`config.mk`:
```
export PLATFORM = sky130hd
export DESIGN_NAME = lcdcd_decoder
export DESIGN_NICKNAME = d
export VERILOG_FILES = /design/src/lcdcd_pkg.sv /design/src/lcdcd_decoder.sv
export VERILOG_INCLUDE_DIRS = /design/src
export SDC_FILE = /design/constraint.sdc
export NUM_CORES = 1
export LEC_CHECK = 0
export BUFFER_PORTS_ARGS = -buffer_cell sky130_fd_sc_hd__buf_2
export CAP_MARGIN = 10
export CORE_ASPECT_RATIO = 2
export CORE_MARGIN = 4
export CORE_UTILIZATION = 40
export DETAILED_ROUTE_END_ITERATION = 8
export MAX_ROUTING_LAYER = met4
export SETUP_SLACK_MARGIN = 0.05
export SKIP_CTS_REPAIR_TIMING = 1
export SLEW_MARGIN = 40
export SYNTH_ARGS = -nofsm -noshare
export SYNTH_HDL_FRONTEND = slang
export SYNTH_SLANG_ARGS = --single-unit
```
`constraint.sdc`:
```
create_clock -name clk -period 3.2 [get_ports clk]
set_input_delay 0.32 -clock clk [delete_from_list [all_inputs] [get_ports clk]]
set_output_delay 0.32 -clock clk [all_outputs]
set_load 0.02 [all_outputs]
```
`src/lcdcd_regs.svh`:
```
// Notes on behaviour
// contrast range 0..127, resets to 63
// higher contrast raises drive voltage, 63 midpoint
// display off blanks segments; off after reset
// display on is the only exit
// column window takes start then end byte
// host sends both bounds, start below end
// column scan wraps to start, page steps
// page window; page scan wraps, column steps
// writes outside physical memory are dropped
// column window reset 0..103 or 0..97
// page window reset 0..83 or 0..66
// memory write reloads starts, streams, steps
// table load: 8 red, 8 green, 4 blue
// 8-bit pixel expands to 12 bits
// host loads whole table before 8-bit use
// memory read reloads starts, steps per read
// partial area start and end lines
// scroll areas top, scroll, bottom counts
// top fixed area follows common scan bit
// test codes 34 and 35 do nothing
// access control takes exactly one byte
// access control bit layout
// 8-bit pixels go through the table
// command when dc low, data when high
// surplus parameter bytes are ignored
`ifndef LCDCD_REGS_SVH
`define LCDCD_REGS_SVH

// command codes
`define LCDCD_CMD_CONTRAST  8'h25
`define LCDCD_CMD_DISP_OFF  8'h28
`define LCDCD_CMD_DISP_ON   8'h29
`define LCDCD_CMD_COL_WIN   8'h2a
`define LCDCD_CMD_PAGE_WIN  8'h2b
`define LCDCD_CMD_MEM_WR    8'h2c
`define LCDCD_CMD_LUT_LOAD  8'h2d
`define LCDCD_CMD_MEM_RD    8'h2e
`define LCDCD_CMD_PARTIAL   8'h30
`define LCDCD_CMD_SCROLL    8'h33
`define LCDCD_CMD_TEST_A    8'h34
`define LCDCD_CMD_TEST_B    8'h35
`define LCDCD_CMD_ACCESS    8'h36

// reset values
`define LCDCD_RST_CONTRAST      7'h3f
`define LCDCD_END_COL_FULL      8'h67
`define LCDCD_END_COL_SPLIT     8'h61
`define LCDCD_END_PAGE_FULL     8'h53
`define LCDCD_END_PAGE_SPLIT    8'h42
`define LCDCD_RST_BOTTOM_FIXED  8'h53

// physical memory limits
`define LCDCD_PHYS_LAST_COL     8'h67
`define LCDCD_PHYS_LAST_PAGE    8'h53

// access control field positions
`define LCDCD_ACC_PAGE_REV  7
`define LCDCD_ACC_COL_REV   6
`define LCDCD_ACC_EXCHANGE  5
`define LCDCD_ACC_COM_REV   4
`define LCDCD_ACC_BGR       3
`define LCDCD_ACC_VERT_INV  0

// colour table layout
`define LCDCD_LUT_GREEN_BASE  5'h08
`define LCDCD_LUT_BLUE_BASE   5'h10
`define LCDCD_LUT_LAST        5'h13

// strap settle count
`define LCDCD_STRAP_WAIT      2'h3

`endif

```
`src/lcdcd_pkg.sv`:
```
package lcdcd_pkg;

    typedef enum logic [9:0] {
        LCDCD_IDLE     = 10'b00_0000_0001,
        LCDCD_CONTRAST = 10'b00_0000_0010,
        LCDCD_COL_WIN  = 10'b00_0000_0100,
        LCDCD_PAGE_WIN = 10'b00_0000_1000,
        LCDCD_MEM_WR   = 10'b00_0001_0000,
        LCDCD_LUT_LOAD = 10'b00_0010_0000,
        LCDCD_MEM_RD   = 10'b00_0100_0000,
        LCDCD_PARTIAL  = 10'b00_1000_0000,
        LCDCD_SCROLL   = 10'b01_0000_0000,
        LCDCD_ACCESS   = 10'b10_0000_0000
    } lcdcd_state_t;

    typedef struct packed {
        logic       dc;
        logic [7:0] data;
    } lcdcd_host_byte_t;

    typedef struct packed {
        logic [7:0] start_column;
        logic [7:0] end_column;
        logic [7:0] start_page;
        logic [7:0] end_page;
    } lcdcd_win_t;

    typedef struct packed {
        logic [7:0] top_fixed_lines;
        logic [7:0] scroll_lines;
        logic [7:0] bottom_fixed_lines;
    } lcdcd_scroll_t;

    typedef struct packed {
        logic page_rev;
        logic col_rev;
        logic exchange;
        logic com_rev;
        logic bgr;
        logic vert_inv;
    } lcdcd_access_t;

endpackage

```
`src/lcdcd_decoder.sv`:
```
`timescale 1ns/1ns
`default_nettype none
`include "lcdcd_regs.svh"

module lcdcd_decoder
    import lcdcd_pkg::*;
(
    // clock and reset
    input  wire logic       clk,
    input  wire logic       resetn,
    // host byte stream
    input  wire logic             in_valid,
    input  wire lcdcd_host_byte_t in_byte,
    input  wire logic             rd_strobe,
    output var  logic [11:0]      rd_data,
    output var  logic             rd_valid,
    // pins and mode
    input  wire logic       memory_split_pin,
    input  wire logic       pixel_8bit,
    // display memory port
    output var  logic        mem_wr_en,
    output var  logic        mem_rd_en,
    output var  logic [7:0]  mem_page,
    output var  logic [7:0]  mem_column,
    output var  logic [11:0] mem_wr_data,
    input  wire logic [11:0] mem_rd_data,
    // settings to the panel
    output var  logic [6:0]    contrast_level,
    output var  logic          display_on,
    output var  lcdcd_win_t    window,
    output var  logic [7:0]    partial_start_line,
    output var  logic [7:0]    partial_end_line,
    output var  lcdcd_scroll_t scroll,
    output var  lcdcd_access_t access_dir,
    output var  logic          top_fixed_at_bottom
);

    lcdcd_state_t state;
    lcdcd_state_t next_state;
    logic [1:0]   param_idx;
    logic [7:0]   column;
    logic [7:0]   page;
    logic [7:0]   first_byte;
    logic         half_have;
    logic [4:0]   lut_idx;
    logic         lut_full;
    logic [3:0]   lut [0:19];
    logic         rd_pend;
    logic         split_s1;
    logic         split_s2;
    logic         split_s3;
    logic [1:0]   strap_cnt;
    logic         strap_done;

    // byte classification
    wire logic       cmd_in = in_valid & ~in_byte.dc;
    wire logic       par_in = in_valid & in_byte.dc;
    wire logic [7:0] d      = in_byte.data;

    // command decode
    always_comb begin
        unique case (d)
            `LCDCD_CMD_CONTRAST: next_state = LCDCD_CONTRAST;
            `LCDCD_CMD_COL_WIN:  next_state = LCDCD_COL_WIN;
            `LCDCD_CMD_PAGE_WIN: next_state = LCDCD_PAGE_WIN;
            `LCDCD_CMD_MEM_WR:   next_state = LCDCD_MEM_WR;
            `LCDCD_CMD_LUT_LOAD: next_state = LCDCD_LUT_LOAD;
            `LCDCD_CMD_MEM_RD:   next_state = LCDCD_MEM_RD;
            `LCDCD_CMD_PARTIAL:  next_state = LCDCD_PARTIAL;
            `LCDCD_CMD_SCROLL:   next_state = LCDCD_SCROLL;
            `LCDCD_CMD_ACCESS:   next_state = LCDCD_ACCESS;
            default:             next_state = LCDCD_IDLE;
        endcase
    end

    // parameter bytes accepted per state
    wire logic p_contrast = par_in & (state == LCDCD_CONTRAST);
    wire logic p_col      = par_in & (state == LCDCD_COL_WIN);
    wire logic p_page     = par_in & (state == LCDCD_PAGE_WIN);
    wire logic p_partial  = par_in & (state == LCDCD_PARTIAL);
    wire logic p_scroll   = par_in & (state == LCDCD_SCROLL);
    wire logic p_access   = par_in & (state == LCDCD_ACCESS);
    wire logic p_memwr    = par_in & (state == LCDCD_MEM_WR);
    wire logic p_lut      = par_in & (state == LCDCD_LUT_LOAD) & ~lut_full;
    wire logic rd_take    = rd_strobe & (state == LCDCD_MEM_RD);

    // last expected parameter returns decoder to idle
    wire logic last_par = p_contrast | p_access
                        | ((p_col | p_page | p_partial) & param_idx[0])
                        | (p_scroll & param_idx[1]);

    // state and parameter index
    always_ff @(posedge clk or negedge resetn) begin
        if (!resetn) begin
            state     <= LCDCD_IDLE;
            param_idx <= 2'h0;
        end else if (cmd_in) begin
            state     <= next_state;
            param_idx <= 2'h0;
        end else if (last_par) begin
            state     <= LCDCD_IDLE;
            param_idx <= 2'h0;
        end else if (par_in) begin
            param_idx <= param_idx + 2'h1;
        end
    end

    // strap input synchroniser and settle counter
    always_ff @(posedge clk or negedge resetn) begin
        if (!resetn) begin
            split_s1   <= 1'b0;
            split_s2   <= 1'b0;
            split_s3   <= 1'b0;
            strap_cnt  <= 2'h0;
            strap_done <= 1'b0;
        end else begin
            split_s1 <= memory_split_pin;
            split_s2 <= split_s1;
            split_s3 <= split_s2;
            if (!strap_done) begin
                strap_cnt  <= strap_cnt + 2'h1;
                strap_done <= (strap_cnt == `LCDCD_STRAP_WAIT)
                            & (split_s2 == split_s3);
            end
        end
    end

    // window end defaults chosen by the strap
    wire logic [7:0] def_end_col  = split_s3 ? `LCDCD_END_COL_SPLIT
                                             : `LCDCD_END_COL_FULL;
    wire logic [7:0] def_end_page = split_s3 ? `LCDCD_END_PAGE_SPLIT
                                             : `LCDCD_END_PAGE_FULL;

    // column and page windows
    always_ff @(posedge clk or negedge resetn) begin
        if (!resetn) begin
            window.start_column <= 8'h00;
            window.end_column   <= `LCDCD_END_COL_FULL;
            window.start_page   <= 8'h00;
            window.end_page     <= `LCDCD_END_PAGE_FULL;
        end else begin
            if (!strap_done) begin
                window.end_column <= def_end_col;
                window.end_page   <= def_end_page;
            end
            if (p_col && !param_idx[0])
                window.start_column <= d;
            if (p_col && param_idx[0])
                window.end_column <= d;
            if (p_page && !param_idx[0])
                window.start_page <= d;
            if (p_page && param_idx[0])
                window.end_page <= d;
        end
    end

    // contrast and display on/off
    always_ff @(posedge clk or negedge resetn) begin
        if (!resetn) begin
            contrast_level <= `LCDCD_RST_CONTRAST;
            display_on     <= 1'b0;
        end else begin
            if (p_contrast)
                contrast_level <= d[6:0];
            if (cmd_in && d == `LCDCD_CMD_DISP_OFF)
                display_on <= 1'b0;
            else if (cmd_in && d == `LCDCD_CMD_DISP_ON)
                display_on <= 1'b1;
        end
    end

    // partial area and scroll areas
    always_ff @(posedge clk or negedge resetn) begin
        if (!resetn) begin
            partial_start_line <= 8'h00;
            partial_end_line   <= 8'h00;
            scroll.top_fixed_lines    <= 8'h00;
            scroll.scroll_lines       <= 8'h00;
            scroll.bottom_fixed_lines <= `LCDCD_RST_BOTTOM_FIXED;
        end else begin
            if (p_partial && !param_idx[0])
                partial_start_line <= d;
            if (p_partial && param_idx[0])
                partial_end_line <= d;
            if (p_scroll && param_idx == 2'h0)
                scroll.top_fixed_lines <= d;
            if (p_scroll && param_idx == 2'h1)
                scroll.scroll_lines <= d;
            if (p_scroll && param_idx == 2'h2)
                scroll.bottom_fixed_lines <= d;
        end
    end

    // access control byte
    always_ff @(posedge clk or negedge resetn) begin
        if (!resetn) begin
            access_dir          <= '0;
            top_fixed_at_bottom <= 1'b0;
        end else if (p_access) begin
            access_dir.page_rev <= d[`LCDCD_ACC_PAGE_REV];
            access_dir.col_rev  <= d[`LCDCD_ACC_COL_REV];
            access_dir.exchange <= d[`LCDCD_ACC_EXCHANGE];
            access_dir.com_rev  <= d[`LCDCD_ACC_COM_REV];
            access_dir.bgr      <= d[`LCDCD_ACC_BGR];
            access_dir.vert_inv <= d[`LCDCD_ACC_VERT_INV];
            top_fixed_at_bottom <= d[`LCDCD_ACC_COM_REV];
        end
    end

    // colour table load index
    always_ff @(posedge clk or negedge resetn) begin
        if (!resetn) begin
            lut_idx  <= 5'h00;
            lut_full <= 1'b0;
        end else if (cmd_in) begin
            lut_idx  <= 5'h00;
            lut_full <= 1'b0;
        end else if (p_lut) begin
            lut_idx  <= lut_idx + 5'h01;
            lut_full <= (lut_idx == `LCDCD_LUT_LAST);
        end
    end

    // colour table entries, low nibble only, no reset contents
    genvar gi;
    generate
        for (gi = 0; gi < 20; gi++) begin : g_lut
            always_ff @(posedge clk) begin
                if (p_lut && lut_idx == 5'(gi))
                    lut[gi] <= d[3:0];
            end
        end
    endgenerate

    // pixel expansion through the table
    wire logic [4:0] g_idx  = `LCDCD_LUT_GREEN_BASE + {2'b00, d[4:2]};
    wire logic [4:0] b_idx  = `LCDCD_LUT_BLUE_BASE + {3'b000, d[1:0]};
    wire logic [3:0] lut_r  = lut[{2'b00, d[7:5]}];
    wire logic [3:0] lut_g  = lut[g_idx];
    wire logic [3:0] lut_b  = lut[b_idx];
    wire logic [11:0] pix8  = {lut_r, lut_g, lut_b};
    wire logic [11:0] pix12 = {first_byte, d[3:0]};
    wire logic [11:0] pix   = pixel_8bit ? pix8 : pix12;
    wire logic [11:0] pix_o = access_dir.bgr
                            ? {pix[3:0], pix[7:4], pix[11:8]} : pix;

    // a pixel is complete on this data byte
    wire logic pix_done = p_memwr & (pixel_8bit | half_have);

    // 12-bit pixels arrive as two bytes
    always_ff @(posedge clk or negedge resetn) begin
        if (!resetn) begin
            half_have  <= 1'b0;
            first_byte <= 8'h00;
        end else if (cmd_in || pixel_8bit) begin
            half_have <= 1'b0;
        end else if (p_memwr) begin
            half_have  <= ~half_have;
            first_byte <= d;
        end
    end

    // address stepping within the window
    wire logic col_end  = column == window.end_column;
    wire logic page_end = page == window.end_page;
    wire logic [7:0] col_inc  = col_end ? window.start_column
                                        : column + 8'h01;
    wire logic [7:0] page_inc = page_end ? window.start_page
                                         : page + 8'h01;
    wire logic [7:0] next_column = access_dir.exchange
                                 ? (page_end ? col_inc : column)
                                 : col_inc;
    wire logic [7:0] next_page   = access_dir.exchange
                                 ? page_inc
                                 : (col_end ? page_inc : page);
    wire logic step = pix_done | rd_take;
    wire logic load = cmd_in & (d == `LCDCD_CMD_MEM_WR
                              | d == `LCDCD_CMD_MEM_RD);

    // address counters
    always_ff @(posedge clk or negedge resetn) begin
        if (!resetn) begin
            column <= 8'h00;
            page   <= 8'h00;
        end else if (load) begin
            column <= window.start_column;
            page   <= window.start_page;
        end else if (step) begin
            column <= next_column;
            page   <= next_page;
        end
    end

    // physical address with mirroring and range check
    wire logic in_range = (column <= `LCDCD_PHYS_LAST_COL)
                        & (page <= `LCDCD_PHYS_LAST_PAGE);
    wire logic [7:0] phys_col  = access_dir.col_rev
                               ? `LCDCD_PHYS_LAST_COL - column : column;
    wire logic [7:0] phys_page = access_dir.page_rev
                               ? `LCDCD_PHYS_LAST_PAGE - page : page;

    // memory port strobes
    always_ff @(posedge clk or negedge resetn) begin
        if (!resetn) begin
            mem_wr_en   <= 1'b0;
            mem_rd_en   <= 1'b0;
            mem_page    <= 8'h00;
            mem_column  <= 8'h00;
            mem_wr_data <= 12'h000;
        end else begin
            mem_wr_en <= pix_done & in_range;
            mem_rd_en <= rd_take;
            if (step) begin
                mem_page    <= phys_page;
                mem_column  <= phys_col;
                mem_wr_data <= pix_o;
            end
        end
    end

    // read data and rd_valid return two cycles after the memory strobe
    always_ff @(posedge clk or negedge resetn) begin
        if (!resetn) begin
            rd_pend  <= 1'b0;
            rd_valid <= 1'b0;
            rd_data  <= 12'h000;
        end else begin
            rd_pend  <= mem_rd_en;
            rd_valid <= rd_pend;
            if (rd_pend)
                rd_data <= mem_rd_data;
        end
    end

endmodule
`default_nettype wire

```
==> impl_metrics.yaml, run 1 <==
outcome:
  outcome: "finished, final reports clean"
floorplan:
  die_area_sq_um: 31500
  ios: 157
  core_sq_um: 28200
  start_util: 0.406
  placementRows: 87
  fp.dieH_um: 247
  die_x_um: 128
worst_setup_path:
  startpoint: "state[2]"
  crit_fanout: 12
  endpoint_kind: "flip-flop"
  worst_r2r_path_depth: 5
  rrSetupSlack_ps: 550
  timing.rr.start: "state[2]"
  startpoint_type: "flip-flop"
  rr_endpoint: "lut[1][2]"
  path_class: "flip-flop to flip-flop"
  cp.required_ps: 3350
  cp.arrival_ps: 2800
logic_synthesis:
  ys_async_sr_fraction: 0.691
  ys_ff_latch: 259
  synthTopCellsByArea: "dfrtp_1 (35%), edfxtp_1 (21%), dfstp_2 (4.6%)"
  synth_top_area_share: 0.348
  synth_nets: 972
  syn_inst: 930
  synth-edff-count: 80
  yosysSeqAreaShare: 0.604
  ys.flop_type: "dfrtp_1"
  synthDistinctLibCells: 70
  synth.avg_cell_area_sq_um: 12.3
  yosysWarnings: 0
  yosys.area.top_type: "dfrtp_1"
  syn_area_sq_um: 11400
finish:
  syn_to_final_growth_pct: 16.8
  n_antenna_cell: 0
  fillers: 2576
  layout-drive-gt1-share: 0.295
  nNetsFinal: 1123
grt:
  grt_start_max_net_pins: 76
  grt_antenna_before_repair: 0
  grt_pass1_vias: 8042
  grt_overflow: 0
  grt_usage: 0.205
  grt_pass1_wl_mm: 48.1
clocking:
  cts.sink_count: 259
  numCtsBuffers: 23
  clockRootBuffer: "clkbuf_16"
  cts_max_path_buffers: 3
  insertion_delay_ps: 530
  htreeDepth: 1
  clk_pin_slew_ps: 70
  cts_tree: "yes"
route:
  drc: 0
  final_antenna_net_count: 0
  vias: 7756
  wl_per_cell_um: 21.5
  wl_mm: 31.3
  avgViaCountPerCell: 5.34
  drtIter0Drc: 451
  drt-pass1-iter-count: 5
min_path:
  worst_hold_path.num_cells: 2
  hp-class: "input pin to flip-flop"
  hold_end: "rd_data[7]"
  hold_start: "mem_rd_data[7]"
sta:
  rsz0062_at_grt: "false"
  fin_crit_sh: 0.829
  finalSetupViolations: 0
  fin_skew_ps: 19.8
  max_freq_ghz: 0.377
  final_hold_viol_count: 0
  tightest_slew_ps: 775
  period_needed_ps: 2650
  drv_slew: 0
  tns_ps: 0
  slew_headroom: 0.479
job:
  max-cap-violations: 0
placement:
  port_buffers: 156
  globalplace.congestion: 0.920
  dp_hpwl_mm: 23.4
power_and_ir_drop:
  seqPwrFrac: 0.532
  power_switching_share: 0.231
  powerDensity_nw_per_um2: 498
  clkPwrFrac: 0.404
  p_sw_uw: 1540
  total_power_uw: 6650
  leakagePower_uw: 0.00610
  p_int_uw: 5110
  ir_worst_vdd_v: 0.000327
  combPwrFrac: 0.064
cells in the mapped netlist, types with 17 or more instances:
library cell and count:
nand2b_1 17, clkbuf_1 41, mux4_2 19, a21oi_1 56, nand2_1 115, o21ai_1 22, dfrtp_1 159, edfxtp_1 80
nor2_1 41, xor2_1 25, dfstp_2 20, nand3_1 20, o21ai_0 58, mux2_2 44
routing by layer:
layer	track usage	vias to the layer above	routed length, um
li1	-	3629	-
met1	0.208	3855	10800
met2	0.393	207	17900
met3	0.0223	65	1150
met4	0.0866	0	1380
met5	-	-	0
registers in the layout, summed over array words and instances, names as in the netlist, 2 cells and up:
| name | count |
|---|---|
| state | 10 |
| access_dir | 5 |
| first_byte | 8 |
| partial_end_line | 8 |
| window | 32 |
| page | 8 |
| mem_wr_data | 12 |
| partial_start_line | 8 |
| mem_column | 8 |
| lut | 80 |
| lut_idx | 5 |
| param_idx | 2 |
| mem_page | 8 |
| scroll | 24 |
| column | 8 |
| rd_data | 12 |
| strap_cnt | 2 |
| contrast_level | 7 |
worst max-delay path by stage:
stage                     end  slack [ps]  cells past startpoint
global route        lut[1][3]         330                      5
detailed placement  lut[1][1]         570                      5
floorplan           lut[1][0]         960                      6
global placement    lut[1][1]         620                      5
finish              lut[1][2]         550                      5
CTS                 lut[1][1]         540                      5
cell type report:
class | count | area [sq um] | share of cell area
inverter | 15 | 56.3 | 0.00421
clock inverter | 11 | 86.3 | 0.00646
sequential | 259 | 6910 | 0.517
multi-input combinational | 595 | 4200 | 0.314
clock buffer | 30 | 632 | 0.0473
tap | 356 | 445 | 0.0333
timing repair buffer | 187 | 1040 | 0.0776
through the flow:
stage               utilization  area, sq um  hold WS, ps  worst slack, ps  cells
finish                    0.474        13400         33.4              547   1453
global route              0.474        13400         21.7              329   1453
CTS                       0.473        13300         -149              541   1451
detailed placement        0.448        12600          344              568   1410
global placement          0.448        12600          334              616   1410
floorplan                     -        11400         24.4              955    930
worst max-delay path, stage by stage (launching register included):
cell and delay (ps):
dfrtp_1 460, and4bb_2 410, and2_1 160, and3_1 460
nand3_1 270, nor3_1 520
cell families (layout without fill, tap and decap cells):
group | Yosys count | count (layout) | share of synthesized area
simple gates | 282 | 282 | 0.129
flops | 259 | 259 | 0.604
compound gates | 174 | 174 | 0.0888
mux | 90 | 90 | 0.106
buf+inv | 76 | 243 | 0.0296
xor+xnor | 34 | 34 | 0.0260
fa+ha+maj | 15 | 15 | 0.0164
power by group through the flow:
stage                     logic, uW  registers [uW]  clock network, uW
after floorplan                 193            3630                  0
after global placement          426            3600                  0
after detailed placement        433            3610                  0
after CTS                       435            3540               2750
after global routing            475            3540               2890
final                           427            3540               2680
placed cells by master, fill, tap and decap left out, types with 6 or more instances in the layout:
master / synthesis / final
nor3b_1: 9 / 9
mux2_2: 44 / 44
buf_4: 2 / 28
clkbuf_16: 0 / 23
nor4_1: 6 / 6
nor2b_1: 8 / 8
nor2_1: 41 / 41
buf_2: 13 / 155
nand2b_1: 17 / 17
o21ai_1: 22 / 22
a222oi_1: 6 / 6
mux4_2: 19 / 19
and3_1: 12 / 12
mux2i_1: 15 / 15
xnor2_1: 9 / 9
edfxtp_1: 80 / 80
ha_1: 15 / 15
nand2_1: 115 / 115
dfstp_2: 20 / 20
and2_1: 8 / 8
nand3_1: 20 / 20
inv_1: 15 / 15
a21oi_1: 56 / 56
nand4_1: 7 / 7
dfrtp_1: 159 / 159
xor2_1: 25 / 25
mux2_1: 10 / 10
nor3_1: 12 / 12
o21ai_0: 58 / 58
No activity file was read; power rests on OpenSTA's default activity.
==> run 2, diff against run 1 <==
--- a/config.mk
+++ b/config.mk
@@ -6,6 +6,7 @@
 export SDC_FILE = /design/constraint.sdc
 export NUM_CORES = 1
 export LEC_CHECK = 0
+export ABC_AREA = 1
 export BUFFER_PORTS_ARGS = -buffer_cell sky130_fd_sc_hd__buf_2
 export CAP_MARGIN = 10
 export CORE_ASPECT_RATIO = 2
==> constraint.sdc (replaced) <==
create_clock -name clk -period 2.3 [get_ports clk]
set_input_delay 0.23 -clock clk [delete_from_list [all_inputs] [get_ports clk]]
set_output_delay 0.23 -clock clk [all_outputs]
set_load 0.02 [all_outputs]
==> impl_metrics.yaml, run 2 <==
floorplan:
  ios: 157
  die_area_sq_um: 32100
  placementRows: 88
  core_sq_um: 28700
  fp.dieH_um: 249
  die_x_um: 129
  start_util: 0.405
finish:
  final_area_sq_um: 14100
  largest_register_ffs: 80
  fillers: 2777
  final_cell_mix: "nand2_1 (357), dfrtp_1 (159), buf_2 (155)"
  multi_input_area_sq_um: 4150
  ff_latch_area_sq_um: 6910
  final_common_cell: "nand2_1"
  nNetsFinal: 1487
  layout-drive-gt1-share: 0.227
  largestRegisters: "lut: 80 flops, window: 32 flops, scroll: 24 flops"
  syn_to_final_growth_pct: 20.7
  top_register: "lut"
route:
  drt-pass1-iter-count: 5
  avgViaCountPerCell: 5.06
  drc: 0
  wl_per_cell_um: 18.5
  final_antenna_net_count: 0
  drtIter0Drc: 414
  wl_mm: 33.7
  vias: 9212
logic_synthesis:
  syn_inst: 1247
  ys.flop_type: "dfrtp_1"
  ys_async_sr_fraction: 0.691
  ys_ff_latch: 259
  synth-edff-count: 80
  yosys.area.top_type: "dfrtp_1"
  syn_area_sq_um: 11600
  synth_top_area_share: 0.342
  synthDistinctLibCells: 41
  yosysSeqAreaShare: 0.593
  synth.avg_cell_area_sq_um: 9.34
  yosysWarnings: 0
  synth_nets: 1289
  synth.most_common_cell: "nand2_1"
  synth_common_cells: "nand2_1 (357), dfrtp_1 (159), nand3_1 (122)"
  synthTopCellsByArea: "dfrtp_1 (34%), edfxtp_1 (21%), nand2_1 (12%)"
min_path:
  hp-class: "input pin to flip-flop"
clocking:
  numCtsBuffers: 23
  htreeDepth: 1
  insertion_delay_ps: 520
  cts.sink_count: 259
  cts_tree: "yes"
  clockRootBuffer: "clkbuf_16"
  cts_max_path_buffers: 3
  clk_pin_slew_ps: 70
sta:
  fin_crit_sh: 0.898
  period_needed_ps: 2070
  fin_skew_ps: 15.7
  final_hold_viol_count: 0
  tightest_slew_ps: 733
  slew_headroom: 0.510
  finalSetupViolations: 0
  rsz0062_at_grt: "true"
  fin_ws_ps: 234
  max_freq_ghz: 0.484
  drv_slew: 0
worst_setup_path:
  startpoint_type: "flip-flop"
  slowest_stage: "dfrtp_1"
  crit_chain: "nor2_1, nand2_1, nor4_1, nand2_1, inv_2, nand3_1, nor2_1"
  critPathTopFamily: "simple AND/OR/NAND/NOR gates"
  path_buf_inv: 1
  path_class: "flip-flop to flip-flop"
  cp.required_ps: 2490
  critPathMaxStageDelay_ps: 410
  cp.arrival_ps: 2260
  endpoint_kind: "flip-flop"
  crit_fanout: 5
power_and_ir_drop:
  total_power_uw: 9870
  ir_worst_vdd_v: 0.000412
  leakagePower_uw: 0.00683
  powerDensity_nw_per_um2: 703
grt:
  grt_pass1_vias: 9314
  grt_usage: 0.215
  grt_pass1_wl_mm: 51.8
  grt_antenna_before_repair: 1
  grt_start_max_net_pins: 59
  grt_overflow: 0
job:
  max-cap-violations: 0
outcome:
  outcome: "finished, final reports clean"
placement:
  globalplace.congestion: 0.887
  pre_cts_ws_ps: 239
  dpl_cell_area_sq_um: 13100
  port_buffers: 156
  dp_hpwl_mm: 25.7
==> run 2: area by class of cell <==
cell class	instances	share of cell area
inverters	107	0.0286
clock inverters	11	0.00864
well taps	360	0.0321
repair buffers	224	0.0968
diodes	1	0.000178
clock buffers	30	0.0467
multi-input cells	830	0.296
flip-flops and latches	259	0.491
==> run 2: path summary, 6_finish.rpt <==
path | end | slack [ps] | startpoint | cells after the start
worst min register to register | split_s2 | 350 | split_s1 | 0
worst max register to register | lut[6][0] | 230 | state[6] | 7
min in group asynchronous | mem_column[7] | 220 | resetn | 2
max in group asynchronous | contrast_level[1] | 1290 | resetn | 3
worst min-delay path | param_idx[1] | 60 | in_valid | 4
worst max-delay path | lut[6][0] | 230 | state[6] | 7
==> run 2: through the flow <==
step | hold slack (ps) | TNS (ps) | std cells | util
2_1_floorplan | -65.6 | 0 | 1247 | -
3_3_place_gp | 241 | 0 | 1766 | 0.456
3_5_place_dp | 244 | 0 | 1766 | 0.456
4_1_cts | -312 | 0 | 1807 | 0.483
5_1_grt | 98.3 | -9.65 | 1822 | 0.489
6_report | 62.9 | 0 | 1822 | 0.489
==> run 2: cells by family (layout without fill, tap and decap cells) <==
family	Yosys count	after routing	synth area share
buffers and inverters	158	372	0.0536
other	0	1	0
adders and majority gates	15	15	0.0161
xor gates and xnor gates	32	32	0.0241
AOI/OAI and AO/OA	161	161	0.0749
muxes	12	12	0.0116
DFF	259	259	0.593
and+or+nand+nor	610	610	0.227
==> run 2: report_power, final <==
part	internal, uW	switching [uW]	leakage [uW]	total (uW)
clock	2250	1730	0.000380	3990
sequential	4900	114	0.00312	5010
combinational	297	575	0.00333	872
==> run 2: per-layer routing <==
metal | share of wire | GRT usage | up-vias
met3 | 0.035 | 0.0219 | 91
met4 | 0.063 | 0.121 | 0
met2 | 0.57 | 0.401 | 204
met1 | 0.34 | 0.209 | 4409
li1 | - | - | 4508
met5 | 0 | - | -
==> run 2: worst register-to-register path, stage by stage, from the launching register on <==
cell	delay [ps]
dfrtp_1	410
nor2_1	190
nand2_1	110
nor4_1	180
nand2_1	150
inv_2	120
nand3_1	230
nor2_1	340
